===== src/logic/dcodp_pkg.sv =====
// package: constants and types for the dual current output data path
package dcodp_pkg;
   localparam int unsigned NUM_CHANNELS    = 2;
   localparam int unsigned WORD_WIDTH      = 16;
   localparam int unsigned CODE_WIDTH      = 10;
   localparam int unsigned CODE_MSB        = 14;
   localparam int unsigned CODE_LSB        = 5;
   // converter code that yields 4 mA (word count 0 -> code 0)
   localparam logic [9:0]  FALLBACK_CODE   = 10'h000;
   // converter code reset value while not yet operational
   localparam logic [9:0]  RESET_CODE      = 10'h000;
   typedef enum logic [1:0] {
      DCODP_STARTUP,
      DCODP_RUN,
      DCODP_FALLBACK
   } dcodp_state_t;
endpackage : dcodp_pkg


===== src/logic/dcodp_word_if.sv =====
// interface: one channel's output word with its write strobe
`timescale 1ns/1ps
interface dcodp_word_if;
   logic [15:0] word;
   logic        load;
   modport src (output word, output load);
   modport dst (input  word, input  load);
endinterface : dcodp_word_if


===== src/logic/dcodp_top.sv =====
// module: top of the dual current output data path
`timescale 1ns/1ps
// Summary of operation
// - zero current until startup completes
// - comm loss forces fallback until restored
// - fallback is fixed 4 mA both channels
// - two adjacent words, one per channel
// - code taken from word bits 14..5
// - current linear: count 0 4 mA, 32000 20 mA
// - above 32000 accepted, no over-range flag
// - no parameters, no reflexes, words only
// - interface module writes words from master
module dcodp_top (
   input  wire logic        ref_clk,
   input  wire logic        sys_rst,
   input  wire logic        startup_done,
   input  wire logic        comm_ok,
   input  wire logic [15:0] word_ch0,
   input  wire logic [15:0] word_ch1,
   input  wire logic        word_load,
   output logic [9:0]       dac_code_ch0,
   output logic [9:0]       dac_code_ch1,
   output logic             zero_current_ch0,
   output logic             zero_current_ch1,
   output logic             operational,
   output logic             fallback_active
);
   // ****************************************
   // mode control
   // ****************************************
   dcodp_pkg::dcodp_state_t state;
   dcodp_pkg::dcodp_state_t next_state;

   // startup holds until done; fallback tracks comm loss
   always_comb begin
      next_state = state;
      unique case (state)
         dcodp_pkg::DCODP_STARTUP: begin
            if (startup_done) begin
               next_state = comm_ok ? dcodp_pkg::DCODP_RUN
                                    : dcodp_pkg::DCODP_FALLBACK;
            end
         end
         dcodp_pkg::DCODP_RUN: begin
            if (!comm_ok) begin
               next_state = dcodp_pkg::DCODP_FALLBACK;
            end
         end
         dcodp_pkg::DCODP_FALLBACK: begin
            if (comm_ok) begin
               next_state = dcodp_pkg::DCODP_RUN;
            end
         end
         // an illegal code restarts the mode control from startup
         default: begin
            next_state = dcodp_pkg::DCODP_STARTUP;
         end
      endcase
   end

   // reset lands in startup, so both outputs begin at zero current;
   // the master cannot move them until startup has been reported
   always_ff @(posedge ref_clk) begin
      if (sys_rst) begin
         state <= dcodp_pkg::DCODP_STARTUP;
      end else begin
         state <= next_state;
      end
   end

   // status flags registered alongside the state; both lag the state
   // by one edge, like the codes they describe
   always_ff @(posedge ref_clk) begin
      if (sys_rst) begin
         operational     <= 1'b0;
         fallback_active <= 1'b0;
      end else begin
         operational     <= (state != dcodp_pkg::DCODP_STARTUP);
         fallback_active <= (state == dcodp_pkg::DCODP_FALLBACK);
      end
   end

   // ****************************************
   // channels
   // ****************************************
   // both words arrive on one strobe; a word loaded in fallback is
   // still stored, so the latest master value returns with the link
   logic [15:0] word_in  [dcodp_pkg::NUM_CHANNELS];
   logic [9:0]  code_out [dcodp_pkg::NUM_CHANNELS];
   logic        zero_out [dcodp_pkg::NUM_CHANNELS];

   // first word of the pair feeds channel 0, the next channel 1
   assign word_in[0] = word_ch0;
   assign word_in[1] = word_ch1;

   // one slice per channel; the mode is shared so both move together
   // and nothing local tunes them, only the words and the mode
   // trade-off: no per-channel fallback, the link is one for both
   for (genvar i = 0; i < dcodp_pkg::NUM_CHANNELS; i++) begin : g_ch
      dcodp_word_if wr_if ();
      assign wr_if.word = word_in[i];
      assign wr_if.load = word_load;
      dcodp_channel u_dcodp_channel (
         .ref_clk      (ref_clk),
         .sys_rst      (sys_rst),
         .wr           (wr_if),
         .state        (state),
         .code         (code_out[i]),
         .zero_current (zero_out[i])
      );
   end

   // top outputs are the channel registers, wired with no logic
   assign dac_code_ch0     = code_out[0];
   assign dac_code_ch1     = code_out[1];
   assign zero_current_ch0 = zero_out[0];
   assign zero_current_ch1 = zero_out[1];

   // ****************************************
   // build checks
   // ****************************************
   // the pin list serves two channels of 16-bit words and 10-bit codes
   // anything else would need new ports, not just new constants
   if (dcodp_pkg::NUM_CHANNELS != 2) begin : g_bad_channels
      $error("channel count does not match the pin list");
   end
   if (dcodp_pkg::WORD_WIDTH != $bits(word_ch0)) begin : g_bad_word
      $error("word width does not match the pin list");
   end
   if (dcodp_pkg::CODE_WIDTH != $bits(dac_code_ch0)) begin : g_bad_code
      $error("code width does not match the pin list");
   end
   // the field must sit inside the word and fill the code exactly
   if (dcodp_pkg::CODE_MSB >= dcodp_pkg::WORD_WIDTH
       || dcodp_pkg::CODE_MSB - dcodp_pkg::CODE_LSB + 1
          != dcodp_pkg::CODE_WIDTH) begin : g_bad_field
      $error("code field does not fit the word or the code");
   end

   // ****************************************
   // checks
   // ****************************************
   chk_startup_zero: assert property (
      @(posedge ref_clk) disable iff (sys_rst)
      (state == dcodp_pkg::DCODP_STARTUP) |=> zero_current_ch0
         && zero_current_ch1 && dac_code_ch0 == 10'h000
         && dac_code_ch1 == 10'h000)
      else $error("outputs not zero during startup");
   // link loss and link return each show within two edges
   chk_fallback_entry: assert property (
      @(posedge ref_clk) disable iff (sys_rst)
      (operational && !comm_ok) |-> ##[1:2] fallback_active)
      else $error("fallback not entered on comm loss");
   chk_fallback_code: assert property (
      @(posedge ref_clk) disable iff (sys_rst)
      (state == dcodp_pkg::DCODP_FALLBACK) |=>
         (dac_code_ch0 == 10'h000 && dac_code_ch1 == 10'h000
          && !zero_current_ch0
          && !zero_current_ch1))
      else $error("fallback code not 4 mA");
   // a load in run shows on the code two edges later
   chk_code_bits: assert property (
      @(posedge ref_clk) disable iff (sys_rst)
      (state == dcodp_pkg::DCODP_RUN && word_load
       && next_state == dcodp_pkg::DCODP_RUN) |=> ##1
         (dac_code_ch1 == $past(word_ch1[14:5], 2)))
      else $error("code not from bits 14..5");
   chk_ignore_bits: assert property (
      @(posedge ref_clk) disable iff (sys_rst)
      (state == dcodp_pkg::DCODP_RUN && word_load
       && next_state == dcodp_pkg::DCODP_RUN) |=> ##1
         (dac_code_ch0 == $past(word_ch0[14:5], 2)))
      else $error("code affected by ignored bits");
   // counts past full scale (code 1000) pass through with no flag
   chk_over_range: assert property (
      @(posedge ref_clk) disable iff (sys_rst)
      (state == dcodp_pkg::DCODP_RUN && comm_ok && word_load
       && word_ch1[14:5] > 10'h3e8) |=> ##1
         (dac_code_ch1 == $past(word_ch1[14:5], 2)
          && !fallback_active && !zero_current_ch1))
      else $error("over-range count flagged or altered");
   // once the link is back the fallback flag must drop
   chk_restore_run: assert property (
      @(posedge ref_clk) disable iff (sys_rst)
      (fallback_active && comm_ok) |-> ##[1:2] !fallback_active)
      else $error("fallback held after comm restored");
   chk_linear_zero: assert property (
      @(posedge ref_clk) disable iff (sys_rst)
      (state == dcodp_pkg::DCODP_RUN && word_load
       && word_ch0[14:5] == 10'h000
       && next_state == dcodp_pkg::DCODP_RUN) |=> ##1
         (dac_code_ch0 == 10'h000))
      else $error("count zero not mapped to 4 mA code");

   // ****************************************
   // status and hold checks
   // ****************************************
   // startup shows no status at all, only zero current
   chk_startup_flags: assert property (
      @(posedge ref_clk) disable iff (sys_rst)
      (state == dcodp_pkg::DCODP_STARTUP) |=>
         (!operational && !fallback_active))
      else $error("status raised during startup");
   // link still down: fallback must not be left
   chk_fallback_hold: assert property (
      @(posedge ref_clk) disable iff (sys_rst)
      (state == dcodp_pkg::DCODP_FALLBACK && !comm_ok) |=>
         (state == dcodp_pkg::DCODP_FALLBACK))
      else $error("fallback left while link down");
   // while flagged, both channels sit at the fixed 4 mA code
   chk_fallback_both: assert property (
      @(posedge ref_clk) disable iff (sys_rst)
      fallback_active |-> (dac_code_ch0 == dcodp_pkg::FALLBACK_CODE
         && dac_code_ch1 == dcodp_pkg::FALLBACK_CODE
         && !zero_current_ch1))
      else $error("fallback code differs from 4 mA");
   // with no load a running code never moves on its own; a drift
   // here would mean some local action moved the output
   chk_hold_code_ch0: assert property (
      @(posedge ref_clk) disable iff (sys_rst)
      (state == dcodp_pkg::DCODP_RUN && !$past(word_load)
       && $past(state) == dcodp_pkg::DCODP_RUN) |=>
         $stable(dac_code_ch0))
      else $error("channel 0 code moved without a word");
   chk_hold_code_ch1: assert property (
      @(posedge ref_clk) disable iff (sys_rst)
      (state == dcodp_pkg::DCODP_RUN && !$past(word_load)
       && $past(state) == dcodp_pkg::DCODP_RUN) |=>
         $stable(dac_code_ch1))
      else $error("channel 1 code moved without a word");
endmodule : dcodp_top


===== src/logic/dcodp_channel.sv =====
// module: one channel's code extraction and output hold register
`timescale 1ns/1ps
module dcodp_channel (
   input  wire logic                ref_clk,
   input  wire logic                sys_rst,
   dcodp_word_if.dst                wr,
   input  wire dcodp_pkg::dcodp_state_t state,
   output logic [9:0]               code,
   output logic                     zero_current
);
   logic [9:0] held;

   // latest accepted word field; bit 15 and bits 4..0 dropped
   always_ff @(posedge ref_clk) begin
      if (sys_rst) begin
         held <= dcodp_pkg::RESET_CODE;
      end else if (wr.load) begin
         held <= wr.word[dcodp_pkg::CODE_MSB:dcodp_pkg::CODE_LSB];
      end
   end

   // code to converter; values over full scale pass unflagged
   always_ff @(posedge ref_clk) begin
      if (sys_rst) begin
         code         <= dcodp_pkg::RESET_CODE;
         zero_current <= 1'b1;
      end else begin
         unique case (state)
            dcodp_pkg::DCODP_STARTUP: begin
               code         <= dcodp_pkg::RESET_CODE;
               zero_current <= 1'b1;
            end
            dcodp_pkg::DCODP_FALLBACK: begin
               code         <= dcodp_pkg::FALLBACK_CODE;
               zero_current <= 1'b0;
            end
            dcodp_pkg::DCODP_RUN: begin
               code         <= held;
               zero_current <= 1'b0;
            end
            // illegal mode code: safest output is zero current
            default: begin
               code         <= dcodp_pkg::RESET_CODE;
               zero_current <= 1'b1;
            end
         endcase
      end
   end
endmodule : dcodp_channel


===== config.mk =====
export PLATFORM = sky130hd
export DESIGN_NAME = dcodp_top
export DESIGN_NICKNAME = d
export VERILOG_FILES = /design/src/logic/dcodp_pkg.sv /design/src/logic/dcodp_word_if.sv /design/src/logic/dcodp_top.sv /design/src/logic/dcodp_channel.sv
export SDC_FILE = /design/constraint.sdc
export NUM_CORES = 1
export LEC_CHECK = 0
export BUFFER_PORTS_ARGS = -buffer_cell sky130_fd_sc_hd__buf_2
export CORE_MARGIN = 3
export CORE_UTILIZATION = 50
export DETAILED_ROUTE_END_ITERATION = 7
export PLACE_DENSITY = 0.84
export SLEW_MARGIN = 5
export SYNTH_ARGS = -nofsm -noshare
export SYNTH_HDL_FRONTEND = slang
export SYNTH_HIERARCHICAL = 1
export SYNTH_SLANG_ARGS = --single-unit

===== constraint.sdc =====
create_clock -name ref_clk -period 2 [get_ports ref_clk]
set_clock_uncertainty 0.1 [all_clocks]
set_input_delay 0.6 -clock ref_clk [delete_from_list [all_inputs] [get_ports ref_clk]]
set_output_delay 0.6 -clock ref_clk [all_outputs]
set_load 0.02 [all_outputs]

Word level (Yosys, flattened, before mapping):

Index checks and enable logic that the tools add are counted.

* register bits after elaboration: 45
* output and inout bits: 24
* word-level logic and storage cells: 25

* equality and inequality tests: 5
* multiplexer cells: 6
* bitwise gates (word level): 1
* reductions and logical operators: 5

Operators by type and width (count)
* 2-to-1 mux 2 bit: 4
* inequality test 2 bit, second input constant: 3
* one-hot mux 2 bit (3 select lines): 1
* OR reduction 2 bit: 2
* AND reduction 3 bit: 1
* equality test 2 x 1 -> 1 bit, second input constant: 1
* equality test 2 bit, second input constant: 1
* zero test 2 bit: 1
* nonzero test 2 bit: 1
* 2-to-1 mux 1 bit: 1
* NOT 1 bit: 1

Logic depth before layout (Yosys ltp):

* depth in word-level cells: 3
* gate-level depth with buffers: 4

Cells and area by module:

The synthesis kept the hierarchy.

By module, submodules not included
* dcodp_channel: times used 2, cells each 57, area each 673.1 µm², sequential area each 420.4 µm²
* dcodp_top: times used 1, cells each 11, area each 133.9 µm², sequential area each 80.1 µm²

Worst setup path after synthesis:

Ideal clock, no wire load.

* path kind: register -> register
* start: register state[1]
* end: register g_ch[0].u_dcodp_channel.zero_current
* setup time: 123 ps
* data arrival time: 974 ps
* required time: 1777 ps
* slack: 803 ps
* stages on the path, launching flop included: 4
* buffers on the path: 0
* period minus slack after synthesis: 1197 ps
* cells stage by stage: dfxtp_1 inv_1 ha_1 or2_2

* word-level cells in the longest chain between the ends: 3
* elaborated cells between the ends (all ways): 4
* classes of those cells: eq/ne (2); mux (1); reduce/logical (1)

Ends and longest elaborated chain
* from (decl): line dcodp_top.sv:31 `dcodp_pkg::dcodp_state_t state;`
* from (signal assigned): line dcodp_top.sv:65 `state <= dcodp_pkg::DCODP_STARTUP;`
* from (signal assigned): line dcodp_top.sv:67 `state <= next_state;`
* equality test 2 bit / equality test 2 x 1 -> 1 bit (equally long branches): line dcodp_channel.sv:28 `unique case (state)`
* OR reduction 2 bit (no line) *
* 2-to-1 mux 1 bit *: line dcodp_channel.sv:28
* to (signal assigned): line dcodp_channel.sv:26 `zero_current <= 1'b1;`
* to (signal assigned): line dcodp_channel.sv:31 `zero_current <= 1'b1;`
* to (signal assigned): line dcodp_channel.sv:35 `zero_current <= 1'b0;`
* to (decl): line dcodp_channel.sv:9 `output logic zero_current`

Mark *: on every way between the ends. The rest lies on a longest branch, timed or not.
A chain may end at the register's enable or synchronous reset.

Worst setup path after layout:

* start: register g_ch[0].u_dcodp_channel.code[1]
* end: output port dac_code_ch0[1]

RTL lines
* from (decl): line dcodp_channel.sv:8 `output logic [9:0] code,`
* from (signal assigned): line dcodp_channel.sv:25 `code <= dcodp_pkg::RESET_CODE;`
* from (signal assigned): line dcodp_channel.sv:30 `code <= dcodp_pkg::RESET_CODE;`
* from (signal assigned): line dcodp_channel.sv:34 `code <= dcodp_pkg::FALLBACK_CODE;`
* to (decl): line dcodp_top.sv:21 `output logic [9:0] dac_code_ch0,`

No word-level cell between the ends.

==> impl.org <==
** Setup path
- Beginning of the worst register-to-register path :: state[1]
- The worst setup path is launched from a flip-flop.
- Classification of the worst setup path :: reg2out
- On the critical path, the stage with the largest delay is an instance of sky130_fd_sc_hd__dfxtp_1.
- Counting both buffers and inverters, the worst setup path holds a total of 1.
- Worst endpoint data arrival time :: 0.84 ns
- STA classifies the critical path endpoint as an output pin.
- The largest single stage delay on the critical path is 0.34 ns.
- Reg-to-reg setup timing slack :: 0.71 ns
- For the worst setup path, the data required time is 1.30 ns.
- Of all nets on the critical path, the largest fanout is 1.
- On the critical path the largest part of the delay comes from flip-flops.
- Walking the worst path, the cells encountered are buf_2.
- Worst setup path start :: g_ch[0].u_dcodp_channel/code[1]
- Measured in cells, the most critical reg-to-reg path has a length of 3.
- The worst register-to-register path ends at g_ch[0].u_dcodp_channel/zero_current.

** Floorplanning
- Die Outline Area :: 3650 um2
- Number of ports placed on the die boundary :: 61
- Starting Density :: 0.532
- Die H :: 60.4 um
- Floorplan core area :: 2780 um2
- Number of core rows :: 19
- The die is 60.4 um wide.

** Synth
- Synthesis handed over a netlist of 125 instances.
- The synthesized design contains 0 enable-type register cells.
- Area fraction of the dominant cell type after synthesis :: 0.622
- In the synthesized netlist the async set-or-reset flop fraction comes to 0.
- The most common cell in the synthesized netlist is sky130_fd_sc_hd__dfxtp_1.
- The synthesized design contains 46 register bits.
- After synthesis, the mean cell area works out to 11.8 um2.
- The number of nets handed over by synthesis was 164.
- The biggest area contributor in the post-synthesis netlist is sky130_fd_sc_hd__dfxtp_1.
- Summed instance area of the synthesized netlist :: 1480 um2
- Of the synthesized area, sequential elements account for 0.622.
- Cells taking the most area after synthesis :: sky130_fd_sc_hd__dfxtp_1 62%, sky130_fd_sc_hd__mux2i_1 14%, sky130_fd_sc_hd__and2_1 8.5%, sky130_fd_sc_hd__nor2_1 5.6%, sky130_fd_sc_hd__nor2b_4 1.9%
- The commonest cells after synthesis are 46 x sky130_fd_sc_hd__dfxtp_1, 22 x sky130_fd_sc_hd__nor2_1, 20 x sky130_fd_sc_hd__and2_1, 20 x sky130_fd_sc_hd__mux2i_1, 3 x sky130_fd_sc_hd__inv_1.
- Synthesis instantiated 14 different standard cells from the library.
- Synthesis warning total :: 6
- Among all flip-flop cells after synthesis, the most frequent one is sky130_fd_sc_hd__dfxtp_1.

** Pwr
- Worst ir drop on vdd :: 0.000695 V
- Of the total power, registers draw 0.654.
- Cell Int Power :: 1.15 mW
- For this design the total switching power over the nets is 336 uW.
- Of the total power, the share spent switching nets is 0.227.
- For this design the ratio of total power to cell area is 827 nW/um2.
- The share of total power dissipated in the clock network is 0.262.
- Static leakage :: 0.889 nW
- Part of the total power dissipated in combinational logic :: 0.085

** Layout
- 0 antenna diodes ended up in the layout.
- Nets :: 216
- The area growth from synthesis to layout is 21.0%.
- For this run, the number of standard cells in the final layout without fillers is 208.
- In the final layout, the share of cells above drive strength 1 is 0.339.

** Clock tree
- The number of clock buffers added by TritonCTS is 5.
- After clock tree synthesis, the clock-pin slew on the worst setup and hold paths is 0.11 ns.
- Number of buffers on the longest clock path :: 2
- Number of hold buffers added after cts :: 0
- The number of gates resized after CTS was 0.
- Worst-Skew Late Latency :: 0.34 ns
- Maximum level of the CTS H-tree :: 2
- CTS tree :: done
- Clock tree synthesis found a total of 46 sinks.
- Once the clock tree was built, the setup fixing pass inserted 0 buffers.
- Clock tree root buffer cell :: sky130_fd_sc_hd__clkbuf_4

** Place
- The number of placed instances, taps included, is 201.
- At the end of routability-driven placement, the weighted congestion stood at 0.690.
- Port bufs :: 48
- DPL Wire Length :: 1840 um

** Status
- Status :: complete, no violations

** Timing
- Final Max Slew Viols :: 0
- Worst-margin pin slew :: 0.545 ns
- The total count of hold-check failures in the final report was 0.
- Period minus WS final :: 1.54 ns
- Worst slew margin relative to its limit :: 0.636
- Final worst path period share :: 0.772
- Unrepaired setup endpoints after global routing :: false
- Setup violations remaining at the end of the flow were counted as 0.
- Maximum frequency from static timing analysis :: 0.648 GHz
- For the final routed database, the setup TNS stands at 0 ns.

** GRT
- The first global-routing pass estimated 4110 um of wire.
- Vias in the first global route :: 962
- The initial antenna violation count is 0.
- Total congestion overflow :: 0
- Pin count of the biggest net entering global routing :: 29
- Gr usage total :: 0.159

** Detailed routing
- Total routed wirelength :: 2550 um
- Via density :: 4.84
- In this run, the number of DRC markers left after iteration 0 of detailed routing was 10.
- Via count :: 1,007
- Drt first pass iters :: 3
- The detail route stage leaves a number of antenna-violating nets equal to 0.
- In the routed design, unresolved DRC markers number 0.
- In the final routed layout, each cell accounts on average for 12.3 um.

** Run
- Across the run, the number of max-cap violations was 0.

** Min path
- Worst Min Path Start :: comm_ok
- The path with the worst hold slack has its endpoint at state[1].
- The worst hold path passes through 2 cells.
- Kind of path behind the tightest hold check :: in2reg
[worst max path at each step]
stage / endpoint / slack, ns / depth (start not counted)
after floorplan: g_ch[0].u_dcodp_channel/zero_current / 0.80 / 3
after global placement: g_ch[1].u_dcodp_channel/held[1] / 0.42 / 4
after detailed placement: g_ch[1].u_dcodp_channel/held[1] / 0.37 / 4
after CTS: dac_code_ch0[1] / 0.44 / 1
after global routing: dac_code_ch0[7] / 0.39 / 1
final: dac_code_ch0[1] / 0.46 / 1
[layer usage]
metal | share of wire | GRT usage | up-vias
li1 | - | - | 504
met1 | 0.40 | 0.161 | 470
met2 | 0.53 | 0.281 | 26
met3 | 0.054 | 0.0532 | 7
met4 | 0.022 | 0.102 | 0
met5 | 0 | 0 | -
[layout make-up]
cell class                      count  area (um2)
Tap cell                           31        38.8
Multi-Input combinational cell     72         515
Sequential cell                    46         921
Inverter                            3        11.3
Clock buffer                        7        45.0
Timing Repair Buffer               49         260
Fill cell                         232         990
[logic make-up after synthesis]
group | Yosys count | synth area share
simple gates | 48 | 0.179
flops | 46 | 0.622
buf+inv | 7 | 0.0296
mux | 20 | 0.135
fa+ha+maj | 2 | 0.0169
compound gates | 2 | 0.0169
[registers in the layout, indices dropped and copies added, names as in the netlist]
name / count
g_ch.u_dcodp_channel/code: 20
g_ch.u_dcodp_channel/held: 20
g_ch.u_dcodp_channel/zero_current: 2
state: 2
fallback_active: 1
operational: 1
[power by group through the flow]
| stage | Sequential (mW) | Combinational, mW | Clock (mW) |
|---|---|---|---|
| 2_1_floorplan | 0.996 | 0.0682 | 0 |
| 3_3_place_gp | 0.986 | 0.121 | 0 |
| 3_5_place_dp | 0.989 | 0.126 | 0 |
| 4_1_cts | 0.969 | 0.127 | 0.398 |
| 5_1_grt | 0.974 | 0.140 | 0.433 |
| 6_report | 0.968 | 0.125 | 0.388 |
[layout by cell type (no fill, tap or decap), drive strengths merged]
master	Yosys	routed
nor2b	2	2
buf	4	49
or2	2	2
nor2	22	22
nor3b	1	1
nor3	1	1
ha	2	2
dfxtp	46	46
a2111oi	2	2
mux2i	20	20
and2	20	20
inv	3	3
clkbuf	0	7
[stage by stage]
stage | utilization | instance area [um2] | setup WS (ns) | hold WS [ns] | power (mW)
2_1_floorplan | - | 1480 | 0.803 | 0.329 | 1.06
3_3_place_gp | 0.628 | 1750 | 0.421 | 0.335 | 1.11
3_5_place_dp | 0.628 | 1750 | 0.367 | 0.339 | 1.12
4_1_cts | 0.644 | 1790 | 0.437 | 0.312 | 1.49
5_1_grt | 0.644 | 1790 | 0.393 | 0.302 | 1.55
6_report | 0.644 | 1790 | 0.456 | 0.324 | 1.48
Note: power is estimated with default switching activity, not from simulation.
